## src/design/energy_acc_cfg.svh

```systemverilog
// Constants for the active power and energy accumulator: register offsets,
// field positions, reset values and timing counts.
// Assumes a single 20 MHz core clock and an AXI4-Lite register bus.
`ifndef ENERGY_ACC_CFG_SVH
`define ENERGY_ACC_CFG_SVH

`define OFS_POWER_GAIN     8'h00
`define OFS_ENERGY_TOTAL   8'h04
`define OFS_ENERGY_DIVIDER 8'h08
`define OFS_ENERGY_RDCLR   8'h0c
`define OFS_POWER_OFFSET   8'h10
`define OFS_MODE           8'h14
`define OFS_IRQ_STATUS     8'h18
`define OFS_IRQ_ENABLE     8'h1c
`define OFS_WAVEFORM       8'h20

`define MODE_POSITIVE_ONLY_ACCUMULATION_BIT      15
`define MODE_SRC_LSB       13
`define MODE_RATE_LSB      11
`define IRQ_SAMPLE_BIT     3

`define RST_POWER_GAIN     12'h000
`define RST_DIVIDER        8'h00
`define RST_OFFSET         16'h0000
`define RST_MODE           5'h00
`define RST_IRQ            5'h00

`define CLK_PERIOD_NS      50
`define STEP_CYCLES        4
`define WAVE_PERIOD_NS     35842
`define WAVE_CYCLES        (`WAVE_PERIOD_NS / `CLK_PERIOD_NS)
`define GAIN_ONE           14'sh1000
`define LPF_SHIFT          16

`endif

```

## src/design/energy_acc_pkg.sv

```systemverilog
// Types shared by the energy accumulator design files.
// Assumes the constants header is included by the modules that need numbers.
package energy_acc_pkg;

  typedef struct packed {
    logic       positive_only_accumulation;
    logic [1:0] wave_src;
    logic [1:0] wave_rate;
  } mode_t;

  typedef struct packed {
    logic half_neg;
    logic sample_ready;
    logic half_pos;
    logic underflow;
    logic overflow;
  } irq_t;

endpackage

```

## src/design/power_lowpass_filter.sv

```systemverilog
// First-order low-pass filter that extracts the dc part of power.
// Assumes one new input per step strobe on the same clock.
`timescale 1ns/1ps
module power_lowpass_filter #(
  parameter int W  = 32,
  parameter int SH = 16
) (
  input  wire logic                i_core_clk,
  input  wire logic                i_rstn,
  input  wire logic                i_step,
  input  wire logic signed [W-1:0] i_x,
  output logic signed [W-1:0]      o_y
);
  logic signed [W+SH-1:0] state;

  // A leak of 2^-16 at a 5 MHz step rate puts the corner near 12.1 Hz.
  always_ff @(posedge i_core_clk or negedge i_rstn)
  begin
    if (!i_rstn)
      state <= '0;
    else if (i_step)
      state <= state + (W+SH)'(i_x) - (state >>> SH);
  end

  assign o_y = state[W+SH-1:SH];
endmodule

```

## src/design/energy_divider_unit.sv

```systemverilog
// Registered signed division of the scaled power by an unsigned divisor.
// Assumes the dividend is stable for several cycles between steps.
`timescale 1ns/1ps
module energy_divider_unit #(
  parameter int W = 34
) (
  input  wire logic                i_core_clk,
  input  wire logic                i_rstn,
  input  wire logic signed [W-1:0] i_dividend,
  input  wire logic [7:0]          i_divisor,
  output logic signed [W-1:0]      o_quotient
);
  always_ff @(posedge i_core_clk or negedge i_rstn)
  begin
    if (!i_rstn)
      o_quotient <= '0;
    else if (i_divisor == 8'h00)
      o_quotient <= i_dividend;
    else
      o_quotient <= W'(i_dividend / $signed({1'b0, i_divisor}));
  end
endmodule

```

## src/design/active_power_energy_accumulator.sv

```systemverilog
// Active power datapath and 49-bit energy accumulator with AXI4-Lite access.
// Assumes current and voltage samples come from logic on the same clock.
`timescale 1ns/1ps
`include "energy_acc_cfg.svh"
module active_power_energy_accumulator
  import energy_acc_pkg::*;
#(
  parameter int ADDR_W = 8
) (
  input  wire logic               i_core_clk,
  input  wire logic               i_rstn,
  input  wire logic signed [23:0] i_current_sample,
  input  wire logic signed [15:0] i_voltage_sample,
  input  wire logic [ADDR_W-1:0]  i_awaddr,
  input  wire logic               i_awvalid,
  output logic                    o_awready,
  input  wire logic [31:0]        i_wdata,
  input  wire logic [3:0]         i_wstrb,
  input  wire logic               i_wvalid,
  output logic                    o_wready,
  output logic [1:0]              o_bresp,
  output logic                    o_bvalid,
  input  wire logic               i_bready,
  input  wire logic [ADDR_W-1:0]  i_araddr,
  input  wire logic               i_arvalid,
  output logic                    o_arready,
  output logic [31:0]             o_rdata,
  output logic [1:0]              o_rresp,
  output logic                    o_rvalid,
  input  wire logic               i_rready,
  output logic                    o_irq
);
  logic                rst_meta;
  logic                rstn;
  logic [1:0]          step_cnt;
  logic                step;
  logic signed [39:0]  product;
  logic signed [31:0]  lpf_out;
  logic signed [33:0]  with_offset;
  logic signed [47:0]  gain_prod;
  logic signed [33:0]  gained;
  logic signed [33:0]  quotient;
  logic signed [48:0]  acc;
  logic signed [48:0]  next_acc;
  logic                add_en;
  logic [11:0]         power_gain;
  logic [7:0]          energy_divider;
  logic [15:0]         power_offset;
  mode_t               mode;
  irq_t                irq_status;
  irq_t                irq_enable;
  irq_t                events;
  logic [23:0]         waveform;
  logic [12:0]         wave_cnt;
  logic                wave_tick;
  logic [ADDR_W-1:0]   aw_addr;
  logic [31:0]         w_data;
  logic [3:0]          w_strb;
  logic                aw_held;
  logic                w_held;
  logic                do_write;
  logic                rc_clear;
  logic [23:0]         rc_snap;
  logic [31:0]         wmask;

  // Reset is released through two flops so every register leaves reset
  // on the same edge.
  always_ff @(posedge i_core_clk or negedge i_rstn)
  begin
    if (!i_rstn)
    begin
      rst_meta <= 1'b0;
      rstn     <= 1'b0;
    end
    else
    begin
      rst_meta <= 1'b1;
      rstn     <= rst_meta;
    end
  end

  always_ff @(posedge i_core_clk or negedge rstn)
  begin
    if (!rstn)
      step_cnt <= '0;
    else
      step_cnt <= step_cnt + 2'd1;
  end
  assign step = (step_cnt == 2'(`STEP_CYCLES - 1));

  always_ff @(posedge i_core_clk or negedge rstn)
  begin
    if (!rstn)
      product <= '0;
    else if (step)
      product <= i_current_sample * i_voltage_sample;
  end

  // The product keeps eight fraction bits so the offset can act below one
  // waveform step.
  power_lowpass_filter #(
    .W  (32),
    .SH (`LPF_SHIFT)
  ) u_lpf (
    .i_core_clk (i_core_clk),
    .i_rstn     (rstn),
    .i_step     (step),
    .i_x        (product[39:8]),
    .o_y        (lpf_out)
  );

  always_comb
  begin
    with_offset = 34'(lpf_out) + 34'($signed(power_offset));
    gain_prod   = 48'(with_offset)
                * 48'(`GAIN_ONE + 14'($signed(power_gain)));
    gained      = gain_prod[45:12];
  end

  energy_divider_unit #(
    .W (34)
  ) u_div (
    .i_core_clk (i_core_clk),
    .i_rstn     (rstn),
    .i_dividend (gained),
    .i_divisor  (energy_divider),
    .o_quotient (quotient)
  );

  assign add_en = step && !(mode.positive_only_accumulation && quotient[33]);

  // A clearing read subtracts the captured top bits rather than zeroing
  // them, so a step landing in the same cycle is not lost.
  always_comb
  begin
    next_acc = acc + (add_en ? 49'(quotient) : 49'sd0);
    if (rc_clear)
      next_acc[48:25] = next_acc[48:25] - rc_snap;
  end

  always_ff @(posedge i_core_clk or negedge rstn)
  begin
    if (!rstn)
      acc <= '0;
    else
      acc <= next_acc;
  end

  always_comb
  begin
    events              = '0;
    events.overflow     = add_en && !quotient[33] && !acc[48]
                          && next_acc[48];
    events.underflow    = add_en && quotient[33] && acc[48]
                          && !next_acc[48];
    events.half_pos     = !next_acc[48] && next_acc[47]
                          && !(!acc[48] && acc[47]);
    events.half_neg     = next_acc[48] && !next_acc[47]
                          && !(acc[48] && !acc[47]);
    events.sample_ready = wave_tick && mode.wave_src == 2'b00
                          && irq_enable.sample_ready;
  end

  always_ff @(posedge i_core_clk or negedge rstn)
  begin
    if (!rstn)
      wave_cnt <= '0;
    else if (wave_tick)
      wave_cnt <= '0;
    else
      wave_cnt <= wave_cnt + 13'd1;
  end
  assign wave_tick = (wave_cnt ==
                      13'((`WAVE_CYCLES << mode.wave_rate) - 1));

  always_ff @(posedge i_core_clk or negedge rstn)
  begin
    if (!rstn)
      waveform <= '0;
    else if (events.sample_ready)
      waveform <= gained[31:8];
  end

  assign do_write = aw_held && w_held && !o_bvalid;
  assign wmask = {{8{w_strb[3]}}, {8{w_strb[2]}},
                  {8{w_strb[1]}}, {8{w_strb[0]}}};

  always_ff @(posedge i_core_clk or negedge rstn)
  begin
    if (!rstn)
    begin
      o_awready <= 1'b1;
      o_wready  <= 1'b1;
      aw_held   <= 1'b0;
      w_held    <= 1'b0;
      aw_addr   <= '0;
      w_data    <= '0;
      w_strb    <= '0;
      o_bvalid  <= 1'b0;
      o_bresp   <= 2'b00;
    end
    else
    begin
      if (i_awvalid && o_awready)
      begin
        aw_addr   <= i_awaddr;
        aw_held   <= 1'b1;
        o_awready <= 1'b0;
      end
      if (i_wvalid && o_wready)
      begin
        w_data   <= i_wdata;
        w_strb   <= i_wstrb;
        w_held   <= 1'b1;
        o_wready <= 1'b0;
      end
      if (do_write)
      begin
        aw_held  <= 1'b0;
        w_held   <= 1'b0;
        o_bvalid <= 1'b1;
        case (aw_addr)
          `OFS_POWER_GAIN, `OFS_ENERGY_DIVIDER, `OFS_POWER_OFFSET,
          `OFS_MODE, `OFS_IRQ_STATUS, `OFS_IRQ_ENABLE,
          `OFS_ENERGY_TOTAL, `OFS_ENERGY_RDCLR, `OFS_WAVEFORM:
            o_bresp <= 2'b00;
          default:
            o_bresp <= 2'b10;
        endcase
      end
      if (o_bvalid && i_bready)
      begin
        o_bvalid  <= 1'b0;
        o_awready <= 1'b1;
        o_wready  <= 1'b1;
      end
    end
  end

  always_ff @(posedge i_core_clk or negedge rstn)
  begin
    if (!rstn)
    begin
      power_gain     <= `RST_POWER_GAIN;
      energy_divider <= `RST_DIVIDER;
      power_offset   <= `RST_OFFSET;
      mode           <= `RST_MODE;
      irq_enable     <= `RST_IRQ;
    end
    else if (do_write)
    begin
      case (aw_addr)
        `OFS_POWER_GAIN:
          power_gain <= (power_gain & ~wmask[11:0])
                        | (w_data[11:0] & wmask[11:0]);
        `OFS_ENERGY_DIVIDER:
          energy_divider <= (energy_divider & ~wmask[7:0])
                            | (w_data[7:0] & wmask[7:0]);
        `OFS_POWER_OFFSET:
          power_offset <= (power_offset & ~wmask[15:0])
                          | (w_data[15:0] & wmask[15:0]);
        `OFS_MODE:
        begin
          if (w_strb[1])
          begin
            mode.positive_only_accumulation      <= w_data[`MODE_POSITIVE_ONLY_ACCUMULATION_BIT];
            mode.wave_src  <= w_data[`MODE_SRC_LSB+1:`MODE_SRC_LSB];
            mode.wave_rate <= w_data[`MODE_RATE_LSB+1:`MODE_RATE_LSB];
          end
        end
        `OFS_IRQ_ENABLE:
          if (w_strb[0])
            irq_enable <= w_data[4:0];
        default:
          power_gain <= power_gain;
      endcase
    end
  end

  // Hardware events win over a software clear in the same cycle.
  always_ff @(posedge i_core_clk or negedge rstn)
  begin
    if (!rstn)
      irq_status <= `RST_IRQ;
    else if (do_write && aw_addr == `OFS_IRQ_STATUS && w_strb[0])
      irq_status <= (irq_status & ~irq_t'(w_data[4:0])) | events;
    else
      irq_status <= irq_status | events;
  end

  always_ff @(posedge i_core_clk or negedge rstn)
  begin
    if (!rstn)
      o_irq <= 1'b0;
    else
      o_irq <= |(irq_status & irq_enable);
  end

  always_ff @(posedge i_core_clk or negedge rstn)
  begin
    if (!rstn)
    begin
      o_arready <= 1'b1;
      o_rvalid  <= 1'b0;
      o_rdata   <= '0;
      o_rresp   <= 2'b00;
      rc_clear  <= 1'b0;
      rc_snap   <= '0;
    end
    else
    begin
      rc_clear <= 1'b0;
      if (i_arvalid && o_arready)
      begin
        o_arready <= 1'b0;
        o_rvalid  <= 1'b1;
        o_rresp   <= 2'b00;
        case (i_araddr)
          `OFS_POWER_GAIN:     o_rdata <= 32'(power_gain);
          `OFS_ENERGY_TOTAL:   o_rdata <= 32'(acc[48:25]);
          `OFS_ENERGY_DIVIDER: o_rdata <= 32'(energy_divider);
          `OFS_ENERGY_RDCLR:
          begin
            o_rdata  <= 32'(acc[48:25]);
            rc_snap  <= acc[48:25];
            rc_clear <= 1'b1;
          end
          `OFS_POWER_OFFSET:   o_rdata <= 32'(power_offset);
          `OFS_MODE:           o_rdata <= 32'({mode, 11'h000});
          `OFS_IRQ_STATUS:     o_rdata <= 32'(irq_status);
          `OFS_IRQ_ENABLE:     o_rdata <= 32'(irq_enable);
          `OFS_WAVEFORM:       o_rdata <= 32'(waveform);
          default:
          begin
            o_rdata <= 32'h0000_0000;
            o_rresp <= 2'b10;
          end
        endcase
      end
      if (o_rvalid && i_rready)
      begin
        o_rvalid  <= 1'b0;
        o_arready <= 1'b1;
      end
    end
  end
endmodule

```

## config.mk

```make
export PLATFORM = sky130hd
export DESIGN_NAME = active_power_energy_accumulator
export DESIGN_NICKNAME = d
export VERILOG_FILES = /design/src/design/energy_acc_pkg.sv /design/src/design/power_lowpass_filter.sv /design/src/design/energy_divider_unit.sv /design/src/design/active_power_energy_accumulator.sv
export VERILOG_INCLUDE_DIRS = /design/src /design/src/design
export SDC_FILE = /design/constraint.sdc
export NUM_CORES = 2
export LEC_CHECK = 0
export BUFFER_PORTS_ARGS = -buffer_cell sky130_fd_sc_hd__buf_2
export CELL_PAD_IN_SITES_DETAIL_PLACEMENT = 0
export CELL_PAD_IN_SITES_GLOBAL_PLACEMENT = 2
export CORE_ASPECT_RATIO = 0.5
export CORE_MARGIN = 1.5
export CORE_UTILIZATION = 35
export DETAILED_ROUTE_END_ITERATION = 8
export GPL_ROUTABILITY_DRIVEN = 0
export HOLD_SLACK_MARGIN = 0.08
export PLACE_DENSITY_LB_ADDON = 0.1
export SLEW_MARGIN = 20
export SYNTH_ARGS = -nofsm -noshare
export SYNTH_HDL_FRONTEND = slang
export SYNTH_SLANG_ARGS = --single-unit
```

## constraint.sdc

```tcl
create_clock -name i_core_clk -period 10 [get_ports i_core_clk]
set_clock_uncertainty 0.2 [all_clocks]
set_input_delay 1 -clock i_core_clk [delete_from_list [all_inputs] [get_ports i_core_clk]]
set_output_delay 1 -clock i_core_clk [all_outputs]
set_load 0.02 [all_outputs]
```

==> flow_summary.yaml <==
status:
  run_status: "finished with violations"
  failed_checks: "setup timing"
clocking:
  clk_pin_slew_ns: 0.07
  clk-insertion-delay-late_ns: 0.66
  clock_tree_from_tritoncts: "done"
  maximum_clock_path_buffer_count: 3
  cts.sink_count: 340
  cts.htree.levels: 2
  cts_root_buf: "sky130_fd_sc_hd__clkbuf_16"
  numCtsBuffers: 39
timing:
  timing.final.ws_setup_ns: -77.52
  worst_pin_slew_ns: 1.148
  setup-tns-final_ns: -2637.66
  slew_violations: 0
  hold_viol_final: 0
  final_setup_violation_count: 56
  period_share: 8.752
  achievable-frequency_mhz: 11.43
  slew_headroom: 0.2305
  grt_setup_unrepaired: "yes"
  post-route-min-period_ns: 87.52
setup_path:
  criticalPathCategory: "reg2reg"
  critical_path_arrival_ns: 87.86
  critical_path.max_stage_delay_ns: 0.55
  timing.critical_path.from_type: "flip-flop"
  crit_path_end_kind: "flip-flop"
  worst-path-max-fanout: 10
  worstPathRequired_ns: 10.34
  cpMaxStageDelayCell: "sky130_fd_sc_hd__fa_1"
  crit_top_cell: "sky130_fd_sc_hd__buf_4"
placed_design:
  place.detailed.instances: 13795
  hpwlAfterDp_um: 236800
  detailed_place.area_mm2: 0.09560
  pre_cts_ws_ns: -78.57
  io_buffers: 112
grt:
  grt_use_met1: 0.4152
  use_met3: 0.05056
  grt_antenna_before_repair: 19
  global_route.peak_usage_layer: "met1"
  grt.met2_usage: 0.4059
  groute.usage.overall: 0.2739
  grt_start_max_net_pins: 84
  overflow: 0
  first_global_vias: 73464
  first_pass_grt_wire_length_um: 440200
floorplanning:
  fp.dieH_um: 323.1
  width_of_the_die_um: 643.1
  io-pin-count: 141
  core_region_area_mm2: 0.2035
  die_area_mm2: 0.2078
  initial_utilization: 0.3524
  total_number_of_placement_rows: 117
yosys:
  ffs_w_async_s_r_synth: 1.000
  yosysWarningCount: 0
  post_synth_instance_area_mm2: 0.07171
  syn_area_per_cell_um2: 8.220
  seq_total_area_yosys: 0.1187
  synth_cell_type_count: 144
  synth_ff_type: "sky130_fd_sc_hd__dfrtp_1"
  synth_edf_count: 0
  yosys_register_bits: 340
  syn-instance-count: 8724
route:
  viasPerCell: 5.053
  drc: 0
  route.antenna.remaining_nets: 0
  drt-pass1-iter-count: 9
  wl_per_cell_um: 19.86
  drt_wl_total_um: 286700
  drt_first_iter_violations: 4981
  route.vias.total: 72944
worst_hold_path:
  hp_class: "reg2reg"
cells_and_area:
  finalInstanceArea_mm2: 0.1037
  layout-area-overhead-vs-synth_pct: 44.65
  fin_cells: 14437
  final_nets: 13209
  drive_gt1_frac: 0.3595
flow_run:
  max_cap_viol_count: 0
logic make-up (layout without fill, tap and decap cells):
kind of cell    after synthesis  after routing  share of synthesized area
compound gates             1901           1903                     0.1787
xor+xnor                    451            451                    0.05569
fa+ha+maj                  1448           1448                     0.3367
buf+inv                    1581           4540                    0.08475
flops                       340            340                     0.1187
mux                         195            195                    0.03008
other cells                   2             17                  0.0001047
simple gates               2806           2806                     0.1953
cell usage in the layout (no fill, tap or decap), types with 75 or more instances in the layout:
cell,synthesis,routed
sky130_fd_sc_hd__inv_1,1265,1219
sky130_fd_sc_hd__o21bai_1,115,111
sky130_fd_sc_hd__nor3_1,259,242
sky130_fd_sc_hd__a21oi_2,6,122
sky130_fd_sc_hd__nand3_1,127,116
sky130_fd_sc_hd__nand2_1,1041,1006
sky130_fd_sc_hd__buf_2,26,110
sky130_fd_sc_hd__a21oi_1,460,325
sky130_fd_sc_hd__o21ai_0,332,272
sky130_fd_sc_hd__ha_1,644,585
sky130_fd_sc_hd__nor2_1,453,390
sky130_fd_sc_hd__nor2b_1,86,75
sky130_fd_sc_hd__o21a_1,205,201
sky130_fd_sc_hd__mux2_2,136,124
sky130_fd_sc_hd__xnor2_1,297,277
sky130_fd_sc_hd__and2_1,323,308
sky130_fd_sc_hd__dfrtp_1,337,332
sky130_fd_sc_hd__a21o_1,117,115
sky130_fd_sc_hd__fa_1,803,796
sky130_fd_sc_hd__buf_4,19,2981
sky130_fd_sc_hd__nand4_1,76,76
sky130_fd_sc_hd__xor2_1,149,141
critical path, delay by kind of cell, from the launching register on:
family,cells,cell delay (ns)
AOI/OAI and AO/OA,210,34.62
xor gates and xnor gates,2,0.41
adders and majority gates,37,11.12
buffers and inverters,170,19.98
DFF,1,0.46
muxes,9,2.32
and+or+nand+nor,114,18.16
worst paths after layout:
path | from | end | slack, ns | cells past startpoint
hold reg to reg | rst_meta$_DFF_PN0_ | rstn$_DFF_PN0_ | 0.14 | 0
setup reg to reg | u_lpf.state[16]$_DFFE_PN0N_ | u_div.o_quotient[30]$_DFF_PN0_ | -77.52 | 542
max in group asynchronous | rstn$_DFF_PN0_ | mode[4]$_DFFE_PN0P_ | 7.12 | 2
hold / removal | rst_meta$_DFF_PN0_ | rstn$_DFF_PN0_ | 0.14 | 0
min in group asynchronous | rstn$_DFF_PN0_ | u_div.o_quotient[19]$_DFF_PN0_ | 0.15 | 0
setup / recovery | u_lpf.state[16]$_DFFE_PN0N_ | u_div.o_quotient[30]$_DFF_PN0_ | -77.52 | 542
per-layer routing:
layer | up-vias | wire [um]
met1 | 35554 | 144000
met2 | 1797 | 117000
met4 | 4 | 5743
li1 | 35305 | -
met3 | 284 | 19980
met5 | - | 32
what timing repair did:
item / 4_1_cts / 5_1_grt
hold buffers: 1 / 0
endpoints found under the hold margin: 2 / 0
cloned: 8 / 0
resized for setup: 295 / 220
pin swaps: 206 / 261
buffers inserted: 440 / 123
setup endpoints to repair: 64 / 80
metrics by stage:
step           hold WS [ns]    util
2_1_floorplan        0.1311       -
3_3_place_gp         0.1378  0.4698
3_5_place_dp         0.1373  0.4698
4_1_cts              0.1303  0.5006
5_1_grt              0.1563  0.5097
6_report             0.1378  0.5098
area by class of cell:
class / instances / area [um^2]
sequential: 340 / 8521
inverter: 1266 / 4768
fill: 19802 / 99750
tap: 2737 / 3425
clock buffer: 48 / 1070
antenna: 6 / 15.01
clock inverter: 24 / 375.4
timing repair buffer: 3202 / 24650
multi-input combinational: 6814 / 60910
cells in the mapped netlist (18+ instances only):
master                     count  area (um^2)
sky130_fd_sc_hd__o31ai_1      84        630.6
sky130_fd_sc_hd__or3_1        51        319.1
sky130_fd_sc_hd__nor2b_1      86        538.0
sky130_fd_sc_hd__ha_1        644         8058
sky130_fd_sc_hd__fa_1        803        16080
sky130_fd_sc_hd__o31a_1       18        157.7
sky130_fd_sc_hd__mux2_2      136         1531
sky130_fd_sc_hd__nor2_1      453         1700
sky130_fd_sc_hd__nand2_1    1041         3908
sky130_fd_sc_hd__dfrtp_1     337         8433
sky130_fd_sc_hd__a21o_1      117        878.3
sky130_fd_sc_hd__a31oi_1      79        494.2
sky130_fd_sc_hd__o211a_1      20        200.2
sky130_fd_sc_hd__a21oi_1     460         2302
sky130_fd_sc_hd__a211o_1      18        157.7
sky130_fd_sc_hd__and2_1      323         2021
sky130_fd_sc_hd__a22o_1       22        192.7
sky130_fd_sc_hd__clkbuf_1    253        949.7
sky130_fd_sc_hd__a222oi_1     22        220.2
sky130_fd_sc_hd__nand4_1      76        475.5
sky130_fd_sc_hd__nand2b_1     74        462.9
sky130_fd_sc_hd__mux2i_1      52        520.5
sky130_fd_sc_hd__nor3_1      259         1296
sky130_fd_sc_hd__o21bai_1    115        863.3
sky130_fd_sc_hd__o22ai_1      18        112.6
sky130_fd_sc_hd__inv_1      1265         4748
sky130_fd_sc_hd__or2_2        47        294.0
sky130_fd_sc_hd__o21ai_1      47        235.2
sky130_fd_sc_hd__buf_2        26        130.1
sky130_fd_sc_hd__o21ai_0     332         1662
sky130_fd_sc_hd__a21boi_0     18        135.1
sky130_fd_sc_hd__and4_1       20        175.2
sky130_fd_sc_hd__o21a_1      205         1539
sky130_fd_sc_hd__o211ai_1     50        375.4
sky130_fd_sc_hd__and3_1       56        350.3
sky130_fd_sc_hd__or4_1        24        180.2
sky130_fd_sc_hd__nand3_1     127        635.6
sky130_fd_sc_hd__buf_4        19        142.6
sky130_fd_sc_hd__xnor2_1     297         2601
sky130_fd_sc_hd__a22oi_1      19        142.6
sky130_fd_sc_hd__a211oi_1     28        210.2
sky130_fd_sc_hd__xor2_1      149         1305
sky130_fd_sc_hd__nor4_1       31        193.9
Power is not shown: default switching activity piles up to over one toggle a cycle in this logic, so the estimate is an artifact.
